### src/pkg/smsp_pkg.sv
// shared constants and carriers for the serial master/slave port
package smsp_pkg;
    // control bit positions
    localparam int CTL_SEL_IGNORE_POS = 7;
    localparam int CTL_ENABLE_POS     = 6;
    localparam int CTL_MASTER_POS     = 4;
    // status bit positions
    localparam int ST_DONE_POS        = 7;
    localparam int ST_COLLIDE_POS     = 6;
    localparam int ST_FAULT_POS       = 5;
    localparam int ST_HOLD_FULL_POS   = 4;
    localparam int ST_BUSY_POS        = 3;
    localparam logic [7:0] CTL_RESET  = 8'h00;
    // timing: master bit rate and slave clock limit at the reference clock
    localparam int REF_CLK_MHZ        = 48;
    localparam int MASTER_MBPS        = 24;
    localparam int SLAVE_CLK_MHZ      = 12;
    localparam int SYS_CLK_MHZ        = 125;
    // master half period in system cycles, at least one
    localparam int HALF_CYCLES_CALC   = SYS_CLK_MHZ / (2 * MASTER_MBPS);
    localparam int HALF_CYCLES        =
        (HALF_CYCLES_CALC < 1) ? 1 : HALF_CYCLES_CALC;
    localparam int DATA_BITS          = 8;

    typedef enum logic [1:0] {
        SMSP_IDLE  = 2'b00,
        SMSP_SHIFT = 2'b01,
        SMSP_LAST  = 2'b11
    } smsp_state_t;

    typedef struct packed {
        logic sclk_o;
        logic sclk_oe;
        logic mosi_o;
        logic mosi_oe;
        logic miso_o;
        logic miso_oe;
    } smsp_pins_t;

    typedef struct packed {
        logic done;
        logic collide;
        logic fault;
        logic hold_full;
        logic busy;
    } smsp_flags_t;
endpackage

### src/hw/smsp_port.sv
// serial peripheral port: master or slave, full duplex, flags
//
// Contract
// - data moves both ways at once, as master or as selected slave.
// - master rate and slave clock scale from 24 Mbps/12 MHz at 48 MHz; the code divides SYS_CLK_MHZ by 2 * MASTER_MBPS, never checks the slave clock.
// - status shows transfer-complete, write-collision and mode-fault flags.
// - outgoing data waits in a holding register with a holding-full flag.
// - a read-only busy flag stands while the shift engine works.
// - master drives MOSI and samples MISO, slave the reverse.
// - serial clock is output as master and input as slave.
// - with the enable bit clear the pins fall back to general I/O.
// - the enable bit is zero after reset.
// - select ignored if disabled, master driving select, or ignore set.
// - a slave with ignore clear works only while its select is low.
// - master, ignore clear, select low: turn slave, set done, clear enable.
// - two peers idle as masters; the initiator forces the other to slave.
`timescale 1ns/1ps
module smsp_port
    import smsp_pkg::*;
#(
    parameter int BITS = DATA_BITS
) (
    input  wire logic        clk_sys,
    input  wire logic        reset,
    input  wire logic [7:0]  ctl_wdata,
    input  wire logic        ctl_we,
    output logic      [7:0]  serial_control_reg,
    input  wire logic [7:0]  tx_wdata,
    input  wire logic        tx_we,
    output logic      [7:0]  rx_data,
    output logic      [7:0]  serial_status_reg,
    input  wire logic        status_clr,
    input  wire logic [7:0]  status_clr_mask,
    input  wire logic        select_pin_is_output,
    input  wire logic        sclk_i,
    input  wire logic        mosi_i,
    input  wire logic        miso_i,
    input  wire logic        slave_select_n,
    output smsp_pins_t       pins
);
    typedef struct packed {
        logic [7:0]  ctl;
        logic [7:0]  tx_holding_reg;
        logic        tx_holding_full;
        logic [7:0]  shift;
        logic [7:0]  rx;
        logic [3:0]  bit_cnt;
        logic [7:0]  div_cnt;
        logic        sclk;
        logic        sclk_prev;
        logic        out_bit;
        logic        is_master_xfer;
        smsp_state_t state;
        smsp_flags_t flags;
    } smsp_core_t;

    smsp_core_t s_reg;
    smsp_core_t s_next;
    logic [3:0] pin_sync;
    logic       sclk_s;
    logic       mosi_s;
    logic       miso_s;
    logic       ssn_s;
    logic       enabled;
    logic       master;
    logic       ignore_sel;
    logic       sel_used;
    logic       selected;
    logic       rise;
    logic       fall;

    initial begin
        if (BITS != DATA_BITS) begin
            $error("smsp_port supports eight-bit frames only");
        end
        // miso is picked up one half period late to cover the synchroniser
        if (HALF_CYCLES < 2) begin
            $error("smsp_port needs two system cycles per clock half");
        end
    end

    smsp_sync #(.WIDTH(4)) u_sync (
        .clk_sys  (clk_sys),
        .reset    (reset),
        .async_in ({sclk_i, mosi_i, miso_i, slave_select_n}),
        .sync_out (pin_sync)
    );
    assign {sclk_s, mosi_s, miso_s, ssn_s} = pin_sync;

    assign enabled    = s_reg.ctl[CTL_ENABLE_POS];
    assign master     = s_reg.ctl[CTL_MASTER_POS];
    assign ignore_sel = s_reg.ctl[CTL_SEL_IGNORE_POS];
    // select pin only counts when none of the three ignore cases holds
    assign sel_used   = enabled && !ignore_sel &&
                        !(master && select_pin_is_output);
    assign selected   = sel_used && !ssn_s;
    assign rise = sclk_s && !s_reg.sclk_prev;
    assign fall = !sclk_s && s_reg.sclk_prev;

    always_comb begin
        s_next = s_reg;
        s_next.sclk_prev = sclk_s;
        if (ctl_we) begin
            s_next.ctl = ctl_wdata;
        end
        if (status_clr) begin
            if (status_clr_mask[ST_DONE_POS]) s_next.flags.done = 1'b0;
            if (status_clr_mask[ST_COLLIDE_POS]) s_next.flags.collide = 1'b0;
            if (status_clr_mask[ST_FAULT_POS]) s_next.flags.fault = 1'b0;
        end
        if (tx_we) begin
            if (s_reg.tx_holding_full && s_reg.state != SMSP_IDLE) begin
                s_next.flags.collide = 1'b1;
            end else begin
                s_next.tx_holding_reg  = tx_wdata;
                s_next.tx_holding_full = 1'b1;
            end
        end
        // a low select on a master turns it into a disabled slave
        if (enabled && master && sel_used && !ssn_s) begin
            s_next.ctl[CTL_MASTER_POS] = 1'b0;
            s_next.ctl[CTL_ENABLE_POS] = 1'b0;
            s_next.flags.done  = 1'b1;
            s_next.flags.fault = 1'b1;
            s_next.state = SMSP_IDLE;
            s_next.sclk  = 1'b0;
        end else begin
            case (s_reg.state)
                SMSP_IDLE: begin
                    s_next.sclk = 1'b0;
                    if (enabled && master && s_reg.tx_holding_full) begin
                        s_next.shift = s_reg.tx_holding_reg;
                        s_next.out_bit = s_reg.tx_holding_reg[7];
                        // a write in this very cycle stays held
                        s_next.tx_holding_full = tx_we;
                        s_next.bit_cnt = 4'h0;
                        s_next.div_cnt = 8'h00;
                        s_next.is_master_xfer = 1'b1;
                        s_next.state = SMSP_SHIFT;
                    end else if (enabled && !master && selected) begin
                        // slave preloads whatever is held, else zeros
                        s_next.shift = s_reg.tx_holding_full ?
                            s_reg.tx_holding_reg : 8'h00;
                        s_next.out_bit = s_next.shift[7];
                        s_next.tx_holding_full = tx_we;
                        s_next.bit_cnt = 4'h0;
                        s_next.is_master_xfer = 1'b0;
                        s_next.state = SMSP_SHIFT;
                    end
                end
                SMSP_SHIFT: begin
                    if (s_reg.is_master_xfer) begin
                        // master: divider paces the clock it drives
                        if (s_reg.div_cnt == 8'(HALF_CYCLES - 1)) begin
                            s_next.div_cnt = 8'h00;
                            s_next.sclk = !s_reg.sclk;
                            if (!s_reg.sclk) begin
                                s_next.bit_cnt = s_reg.bit_cnt + 4'h1;
                            end else begin
                                // miso_s lags two cycles: it now shows
                                // the line as it stood at the rise
                                s_next.shift = {s_reg.shift[6:0], miso_s};
                                s_next.out_bit = s_reg.shift[6];
                                if (s_reg.bit_cnt == 4'h8) begin
                                    s_next.state = SMSP_LAST;
                                end
                            end
                        end else begin
                            s_next.div_cnt = s_reg.div_cnt + 8'h01;
                        end
                    end else if (!selected) begin
                        s_next.state = SMSP_IDLE;
                    end else if (rise) begin
                        s_next.shift = {s_reg.shift[6:0], mosi_s};
                        s_next.bit_cnt = s_reg.bit_cnt + 4'h1;
                        if (s_reg.bit_cnt == 4'h7) begin
                            s_next.state = SMSP_LAST;
                        end
                    end else if (fall) begin
                        s_next.out_bit = s_reg.shift[7];
                    end
                end
                SMSP_LAST: begin
                    s_next.rx = s_reg.shift;
                    s_next.flags.done = 1'b1;
                    s_next.sclk = 1'b0;
                    s_next.state = SMSP_IDLE;
                end
                default: begin
                    s_next.state = SMSP_IDLE;
                end
            endcase
        end
        s_next.flags.hold_full = s_next.tx_holding_full;
        s_next.flags.busy = (s_next.state != SMSP_IDLE);
        if (!enabled && s_next.state == SMSP_IDLE) begin
            s_next.sclk = 1'b0;
        end
    end

    always_ff @(posedge clk_sys or posedge reset) begin
        if (reset) begin
            s_reg <= '0;
            s_reg.ctl <= CTL_RESET;
            s_reg.state <= SMSP_IDLE;
        end else begin
            s_reg <= s_next;
        end
    end

    ////////////////////////////////////////////////////////////////////////
    // pin directions and visible registers

    always_comb begin
        pins.sclk_o  = s_reg.sclk;
        pins.sclk_oe = enabled && master;
        pins.mosi_o  = s_reg.out_bit;
        pins.mosi_oe = enabled && master;
        pins.miso_o  = s_reg.out_bit;
        // a slave drives miso only while selected, so slaves can share it
        pins.miso_oe = enabled && !master && selected;
        if (!enabled) begin
            pins = '0;
        end
    end

    assign serial_control_reg = s_reg.ctl;
    assign rx_data = s_reg.rx;
    assign serial_status_reg = {s_reg.flags.done, s_reg.flags.collide,
                                s_reg.flags.fault, s_reg.flags.hold_full,
                                s_reg.flags.busy, 3'h0};

    ////////////////////////////////////////////////////////////////////////
    // checks

    chk_reset_disabled: assert property (
        @(posedge clk_sys)
        $fell(reset) |-> !serial_control_reg[CTL_ENABLE_POS])
        else $error("port enabled straight after reset");
    chk_pins_released: assert property (
        @(posedge clk_sys) disable iff (reset)
        !enabled |-> !pins.sclk_oe && !pins.mosi_oe && !pins.miso_oe)
        else $error("pin driven while disabled");
    chk_mode_change: assert property (
        @(posedge clk_sys) disable iff (reset)
        (enabled && master && sel_used && !ssn_s) |=>
        !enabled && !master && serial_status_reg[ST_DONE_POS])
        else $error("low select did not force slave");
    chk_busy_tracks: assert property (
        @(posedge clk_sys) disable iff (reset)
        $rose(serial_status_reg[ST_BUSY_POS]) |->
        $past(s_reg.tx_holding_full) || $past(selected))
        else $error("busy rose with no transfer asked for");
    chk_collide_set: assert property (
        @(posedge clk_sys) disable iff (reset)
        (tx_we && s_reg.tx_holding_full && s_reg.state != SMSP_IDLE) |=>
        serial_status_reg[ST_COLLIDE_POS])
        else $error("collision not flagged");
    chk_done_after_last: assert property (
        @(posedge clk_sys) disable iff (reset)
        s_reg.state == SMSP_LAST &&
        !(enabled && master && sel_used && !ssn_s) |=>
        serial_status_reg[ST_DONE_POS] && !serial_status_reg[ST_BUSY_POS])
        else $error("done missing after last bit");
    chk_clock_dir: assert property (
        @(posedge clk_sys) disable iff (reset)
        pins.sclk_oe |-> master && enabled)
        else $error("clock driven outside master mode");
    chk_slave_select: assert property (
        @(posedge clk_sys) disable iff (reset)
        pins.miso_oe |-> !master && selected)
        else $error("slave drives miso unselected");
    chk_hold_flag: assert property (
        @(posedge clk_sys) disable iff (reset)
        (tx_we && !s_reg.tx_holding_full) |=>
        serial_status_reg[ST_HOLD_FULL_POS])
        else $error("holding flag not set by write");
endmodule

### src/hw/smsp_sync.sv
// two-flop synchroniser for a group of pin inputs
`timescale 1ns/1ps
module smsp_sync #(
    parameter int WIDTH = 4
) (
    input  wire logic             clk_sys,
    input  wire logic             reset,
    input  wire logic [WIDTH-1:0] async_in,
    output logic      [WIDTH-1:0] sync_out
);
    logic [WIDTH-1:0] meta_reg;

    initial begin
        if (WIDTH < 1) begin
            $error("smsp_sync width must be at least one");
        end
    end

    // meta_reg feeds only the second stage
    always_ff @(posedge clk_sys or posedge reset) begin
        if (reset) begin
            meta_reg <= '0;
            sync_out <= '0;
        end else begin
            meta_reg <= async_in;
            sync_out <= meta_reg;
        end
    end
endmodule

### config.mk
export PLATFORM = sky130hd
export DESIGN_NAME = smsp_port
export DESIGN_NICKNAME = d
export VERILOG_FILES = /design/src/pkg/smsp_pkg.sv /design/src/hw/smsp_port.sv /design/src/hw/smsp_sync.sv
export SDC_FILE = /design/constraint.sdc
export NUM_CORES = 1
export LEC_CHECK = 0
export BUFFER_PORTS_ARGS = -buffer_cell sky130_fd_sc_hd__buf_4
export CORE_UTILIZATION = 55
export CTS_CLUSTER_DIAMETER = 30
export DETAILED_ROUTE_END_ITERATION = 10
export PLACE_DENSITY = 0.8
export SYNTH_ARGS = -nofsm -noshare
export SYNTH_HDL_FRONTEND = slang
export SYNTH_SLANG_ARGS = --single-unit
### constraint.sdc
create_clock -name clk_sys -period 3.02 [get_ports clk_sys]
set_input_delay 0.151 -clock clk_sys [delete_from_list [all_inputs] [get_ports clk_sys]]
set_output_delay 0.151 -clock clk_sys [all_outputs]
set_load 0.05 [all_outputs]
==> reports/metrics.sh, run 1 <==
VIAS_PER_CELL=5.63
TIMING_WORST_SLEW_PIN_VALUE_NS=0.783
NETS=375
DP_CELLS=391
WORST-SETUP-PATH-TYPE='flop to flop'
FLIP_FLOP_COUNT_OF_THE_LARGEST_REGISTER_AFTER_LAYOUT=34
CLKSINKCOUNT=63
END_KIND='flop'
SYNTH-SIMPLE-AREA-SHARE_PCT=14.0
DIODES=0
GLOBAL_ROUTE.OVERFLOW_TOTAL=0
SHARE_OF_THE_SYNTHESIZED_AREA_IN_COMPOUND_GATES_AO_OA_AOI_OAI_PCT=15.5
PATH_CLK_SLEW_NS=0.07
MAXSLEWVIOLCOUNT=0
DETAILEDROUTE.FIRSTPASSITERATIONCOUNT=4
CLOCK_TREE.ROOT_CELL='clkbuf_8'
FLOORPLAN.ROWS=27
POST_SYNTHESIS_CELL_COUNT=293
PORT_BUFFERS=55
MIN_PATH_TYPE='input port to flop'
PEAKVDDDROP_V=0.000365
SYNTH_TOP_CELL_AREA_SHARE_PCT=49.1
OUTCOME='completed'
STARTPOINT_TYPE='flop'
MIN_PERIOD_NS=2.29
CRITPATHREQUIREDTIME_NS=3.24
SYNTH_EDF_COUNT=0
GPL.FINAL_WEIGHTED_CONGESTION=0.845
ROUTE.ANTENNA.REMAINING_NETS=0
SYNTH_AREA_LEADER_CELL='dfrtp_1'
SYNTHARSTFLOPSHARE_PCT=100
SYNTH_ADDER_AREA_SHARE_PCT=2.73
FLOORPLAN.CORE_AREA_UM2=5570
PERIOD_SHARE_PCT=75.8
CLOCK-SKEW-FINAL_NS=0.00808
POST_CTS_RESIZED=0
MAX_FREQ_MHz=437
TOTAL_LEAKAGE_POWER_nW=1.76
POST_ROUTE_CELLS_DRIVE_ABOVE_1_SHARE_PCT=33.0
DIE_AREA_UM2=6150
CTS_HTREE_LEVELS=3
MAX_SLEW_HEADROOM_AT_THE_WORST_PIN_PCT=47.8
AREA.GROWTH.SYNTH_TO_FINAL_PCT=17.7
TRITONCTS='yes'
CLOCK_PATH_BUFFERS=2
REMAINING_DRCS=0
GLOBALROUTETOTALUTIL_PCT=22.0
INITIAL_ANTENNA_VIOLATION_COUNT=0
SYNTH_SEQ_CELLS=63
SYNTH.AVG_CELL_AREA_UM2=11.0
YOSYS.AREA_SHARE.XOR_XNOR_PCT=0
COMBINATIONAL_FAMILY_WITH_THE_MOST_AREA_AFTER_SYNTHESIS='compound AO/OA/AOI/OAI gates'
DIE_W_UM=78.4
MUXSHAREOFSYNTHAREA_PCT=9.31
POST_CTS.REPAIR.SETUP_BUFFERS=0
NUM_VIAS=2312
INSTANCES_NO_FILL=411
MAX_CAP_VIOLATIONS=0
CLK_LATENCY_NS=0.34
GRT_MAX_DEGREE=64
YS.WARNINGS.COUNT=0
SETUP_TOTAL_NEGATIVE_SLACK_NS=0
CTS_BUFFERS=9
GRT_FIRST_PASS_WIRELENGTH_UM=10300
DRT-INITIAL-DRC-COUNT=136
CP_MAX_STAGE_DELAY_NS=0.51
DP_HPWL_UM=4280
FINALHOLDVIOLCOUNT=0
SETUP_VIOLATIONS=0
SYNTH_AREA_UM2=3210
TIMING.CRITICAL_PATH.ARRIVAL_NS=2.51
IO_PINS=64
DIE_Y_UM=78.4
SYNTH_FLOP_CELL='dfrtp_1'
POWER.DENSITY_nW_PER_UM2=863
ROUTEDWLPERCELL_UM=15.0
FLOORPLAN.INITIALDENSITY_PCT=57.6
UNREPAIRED_SETUP_ENDPOINTS_AFTER_GLOBAL_ROUTING='no'
SYNTH_SEQUENTIAL_AREA_RATIO_PCT=49.1
WORSTPATHCELLLIST='nor4b_4 > nor3b_2 > or3_1 > a21oi_2 > mux2_2'
CRITICAL_PATH_PEAK_FANOUT=10
CRITPATHSLOWESTCELL='dfrtp_1'
SYNTHTOPCELLSBYAREA='dfrtp_1 49%, mux2_2 8.1%, buf_4 6.1%'
NUMBER_OF_GLOBAL_ROUTE_VIAS_BEFORE_REPAIR=2224
POSTROUTEWIRELENGTH_UM=6170
SYNTH.DISTINCT_CELLS=56
## through the flow
| stage | utilization, % | power (mW) | instance area [um^2] | setup WS (ns) | hold WS, ns |
|---|---|---|---|---|---|
| after floorplan | - | 2.19 | 3220 | 0.471 | 0.182 |
| after global placement | 63.1 | 2.41 | 3520 | 0.818 | 0.261 |
| after detailed placement | 63.1 | 2.46 | 3520 | 0.756 | 0.262 |
| after CTS | 67.8 | 3.27 | 3780 | 0.733 | 0.00521 |
| after global routing | 67.8 | 3.46 | 3780 | 0.611 | 0.0215 |
| final | 67.8 | 3.26 | 3780 | 0.732 | 0.0150 |
## power by group
part	leakage [nW]	internal, mW	switching [mW]
registers	0.784	1.04	0.204
clock network	0.105	0.465	0.333
logic	0.873	0.494	0.719
total	1.76	2.00	1.26
## routing by layer
metal | global-route usage (%) | vias to the layer above | share of wire (%)
li1 | - | 1111 | -
met1 | 30.7 | 1130 | 47
met4 | 11.3 | 0 | 2.4
met2 | 33.0 | 55 | 47
met3 | 3.95 | 16 | 3.3
met5 | 0 | - | 0
## logic make-up (layout without fill, tap and decap cells)
family	count (synthesis)	in the layout
DFF	63	63
adders and majority gates	7	7
other	1	3
buffers and inverters	51	95
muxes	27	27
AOI/OAI and AO/OA	67	67
and+or+nand+nor	77	77
## what timing repair did
item | CTS | global route
hold endpoints to repair | 4 | 0
setup endpoints to repair | 0 | 0
hold buffers | 4 | 0
## cells in the final DEF (no fill, tap or decap), types with 3 or more instances in the layout
| master | synthesis | layout |
|---|---|---|
| o31ai_1 | 5 | 5 |
| nor2_1 | 21 | 21 |
| o21ai_0 | 16 | 16 |
| buf_4 | 26 | 60 |
| and3_1 | 3 | 3 |
| and2_1 | 6 | 6 |
| mux2_2 | 23 | 23 |
| ha_1 | 7 | 7 |
| dfrtp_1 | 63 | 63 |
| nor4_1 | 3 | 3 |
| mux2i_1 | 4 | 4 |
| nand3_1 | 7 | 7 |
| a21oi_1 | 14 | 14 |
| dlygate4sd3_1 | 0 | 4 |
| nand2_1 | 15 | 15 |
| inv_1 | 15 | 14 |
| conb_1 | 1 | 3 |
| nand4_1 | 3 | 3 |
| a22oi_1 | 7 | 7 |
| clkbuf_8 | 0 | 9 |
## cell usage after synthesis (3+ instances only)
| cell | count |
|---|---|
| clkbuf_1 | 7 |
| a21oi_1 | 14 |
| mux2i_1 | 4 |
| nor4_1 | 3 |
| nor2_1 | 21 |
| nand2_1 | 15 |
| dfrtp_1 | 63 |
| buf_4 | 26 |
| mux2_2 | 23 |
| inv_1 | 15 |
| a22oi_1 | 7 |
| nand4_1 | 3 |
| and2_1 | 6 |
| ha_1 | 7 |
| o21ai_0 | 16 |
| o31ai_1 | 5 |
| nand3_1 | 7 |
| and3_1 | 3 |
## layout make-up
type	instances	area [um^2]
Fill cell	434	1800
Inverter	15	56.3
Timing Repair Buffer	64	490
Multi-Input combinational cell	181	1340
Clock buffer	9	124
Clock inverter	7	97.6
Tap cell	72	90.1
Sequential cell	63	1580
## critical path: cells and delay by family, from the launching register on
family | cells | cell delay [ns]
mux | 1 | 0.34
compound gates | 1 | 0.17
flops | 1 | 0.51
simple gates | 3 | 1.16
## path summary, 6_finish.rpt
check / cells past startpoint / slack, ns / start / to
hold reg to reg: 0 / 0.35 / u_sync.meta_reg[3] / u_sync.sync_out[3]
setup / recovery: 5 / 0.73 / serial_control_reg[4] / s_reg[8]
max in group asynchronous: 3 / 2.45 / reset / serial_status_reg[7]
min in group asynchronous: 3 / 0.04 / reset / rx_data[0]
setup reg to reg: 5 / 0.73 / serial_control_reg[4] / s_reg[8]
hold / removal: 2 / 0.02 / tx_we / serial_status_reg[4]
(Power assumes the default switching activity.)
==> inputs of run 2 (changes only) <==
- clock period: 3.02 -> 2.2 ns (I/O delays scaled with it)
==> run 2 against run 1 <==
Net effect: sequential share of layout area fell by 2.5 points; clock skew fell by 0.0018 ns; setup slack got worse by 0.62 ns; register-to-register slack got worse by 0.62 ns; sequential cell count did not move; combinational power rose by 58%; cell count rose by 7.1%; highest routed layer unchanged.
==> reports/metrics.sh, run 2 (synthesis gave the netlist of run 1 again) <==
FLOORPLAN.INITIALDENSITY_PCT=57.6
CTS_HTREE_LEVELS=3
ROUTE.ANTENNA.REMAINING_NETS=0
INTERNAL_POWER_mW=2.75
DRT-INITIAL-DRC-COUNT=155
DIODES=0
MAXSLEWVIOLCOUNT=0
FINAL.SETUP.WORST_SLACK_NS=0.107
GPL.FINAL_WEIGHTED_CONGESTION=0.881
PORT_BUFFERS=55
SW_FRAC_OF_TOTAL_PCT=39.4
DIE_W_UM=78.4
GRT_MAX_DEGREE=64
IO_PINS=64
MIN_PERIOD_NS=2.09
PEAKVDDDROP_V=0.000509
DP_HPWL_UM=4520
AREA.GROWTH.SYNTH_TO_FINAL_PCT=25.4
DPL_WORST_SLACK_NS=0.0259
CRITPATHREQUIREDTIME_NS=2.45
NUMBER_OF_GLOBAL_ROUTE_VIAS_BEFORE_REPAIR=2443
INITIAL_ANTENNA_VIOLATION_COUNT=0
VIAS_PER_CELL=5.77
FINALHOLDVIOLCOUNT=0
GRT_FIRST_PASS_WIRELENGTH_UM=11500
DIE_Y_UM=78.4
FLOORPLAN.ROWS=27
TIMING.CRITICAL_PATH.ARRIVAL_NS=2.34
MAX_FREQ_MHz=478
POSTROUTEWIRELENGTH_UM=6920
POSTPLACECELLAREA_UM2=3640
END_KIND='flop'
TIMING_WORST_SLEW_PIN_VALUE_NS=0.633
TOTAL_LEAKAGE_POWER_nW=1.89
ROUTEDWLPERCELL_UM=15.7
PATH_CLK_SLEW_NS=0.07
FLIP_FLOP_COUNT_OF_THE_LARGEST_REGISTER_AFTER_LAYOUT=34
WORST-SETUP-PATH-TYPE='flop to flop'
HOLD_WS_NS=0.0141
HIGHEST_COUNT_CELLS_IN_THE_LAYOUT_IGNORING_FILL_AND_TAPS='72 x buf_4, 61 x dfrtp_1, 22 x mux2_2, 21 x nor2_1, 19 x dlygate4sd3_1'
CLOCK-SKEW-FINAL_NS=0.00624
TOTAL_SWITCHING_POWER_mW=1.79
DIE_AREA_UM2=6150
CTS_BUFFERS=9
POST_ROUTE_CELLS_DRIVE_ABOVE_1_SHARE_PCT=34.5
MAX_CAP_VIOLATIONS=0
CLK_LATENCY_NS=0.35
GLOBAL_ROUTE.OVERFLOW_TOTAL=0
NETS=404
PERIOD_SHARE_PCT=95.1
FLOORPLAN.CORE_AREA_UM2=5570
SEQ_POWER_SHARE_PCT=37.9
SETUP_VIOLATIONS=0
OUTCOME='completed'
CLOCK_TREE.ROOT_CELL='clkbuf_8'
STARTPOINT_TYPE='flop'
DETAILEDROUTE.FIRSTPASSITERATIONCOUNT=4
MIN_PATH_TYPE='input port to flop'
MAX_SLEW_HEADROOM_AT_THE_WORST_PIN_PCT=57.2
NUM_VIAS=2538
TRITONCTS='yes'
POWER_FRAC_CLOCK_PCT=20.0
POWER.SHARE.COMBINATIONAL_PCT=42.1
FINAL_DESIGN_AREA_NO_FILL_UM2=4030
CRITICAL_PATH_PEAK_FANOUT=6
GLOBALROUTETOTALUTIL_PCT=24.9
POWER.DENSITY_nW_PER_UM2=1130
CLKSINKCOUNT=63
REMAINING_DRCS=0
CLOCK_PATH_BUFFERS=2
LAYOUT.CELLS.MOST_COMMON='buf_4'
## run 2: cell types whose count changed in the layout (fill, tap and decap cells not counted), moves of 2 or more
cell / before / now
buf_12: 0 / 2
buf_4: 60 / 72
bufinv_16: 2 / 0
clkbuf_1: 0 / 2
clkbuf_8: 9 / 11
clkinv_4: 2 / 0
dfrtp_1: 63 / 61
dfrtp_2: 0 / 2
dlygate4sd3_1: 4 / 19
## run 2: final cells by class
cell class,instances,area [um^2]
Clock buffer,13,159
Clock inverter,3,17.5
Fill cell,395,1550
Inverter,15,56.3
Multi-Input combinational cell,181,1360
Sequential cell,63,1580
Tap cell,72,90.1
Timing Repair Buffer,93,771
## run 2: what timing repair did
| action | CTS | global route |
|---|---|---|
| buffers inserted | 0 | 2 |
| gates resized for setup | 0 | 3 |
| endpoints found under the setup margin | 0 | 14 |
| hold endpoints to repair | 81 | 0 |
| hold buffers | 19 | 0 |
## run 2: path summary, 6_finish.rpt
kind | slack (ns) | cells after the start | to | start
max in group asynchronous | 1.53 | 4 | serial_control_reg[6] | reset
worst max-delay path | 0.11 | 7 | s_reg[15] | s_reg[6]
worst min-delay path | 0.01 | 2 | serial_control_reg[0] | ctl_wdata[0]
worst min register to register | 0.35 | 0 | u_sync.sync_out[0] | u_sync.meta_reg[0]
min in group asynchronous | 0.38 | 4 | rx_data[1] | reset
worst max register to register | 0.11 | 7 | s_reg[15] | s_reg[6]
## run 2: critical path, stage by stage (launching register included)
cell      delay [ns]
dfrtp_1         0.38
inv_1           0.08
ha_1            0.22
nand2b_1        0.12
a21boi_0        0.41
nand2_1         0.13
or2_2           0.37
o31ai_1         0.26
## run 2: power by group through the flow
| stage | Sequential, mW | Clock, mW | Combinational (mW) |
|---|---|---|---|
| finish | 1.72 | 0.909 | 1.91 |
| floorplan | 1.62 | 0 | 1.42 |
| detailed placement | 1.73 | 0 | 1.83 |
| global placement | 1.71 | 0 | 1.77 |
| global route | 1.75 | 0.985 | 2.09 |
| CTS | 1.71 | 0.930 | 1.87 |
## run 2: per-stage QoR
step,total power [mW],instances,util [%],TNS (ns)
final,4.54,440,72.3,0
after CTS,4.51,438,71.8,0
after global routing,4.82,440,72.3,-0.0833
after floorplan,3.04,295,-,-0.507
after global placement,3.48,403,65.2,0
after detailed placement,3.56,403,65.2,0
## run 2: layer usage
layer | vias to the layer above | part of all wire [%] | GRT usage (%)
li1 | 1173 | - | -
met1 | 1266 | 43 | 31.9
met2 | 73 | 49 | 39.5
met3 | 26 | 4.5 | 6.16
met4 | 0 | 3.0 | 12.4
met5 | - | 0 | 0
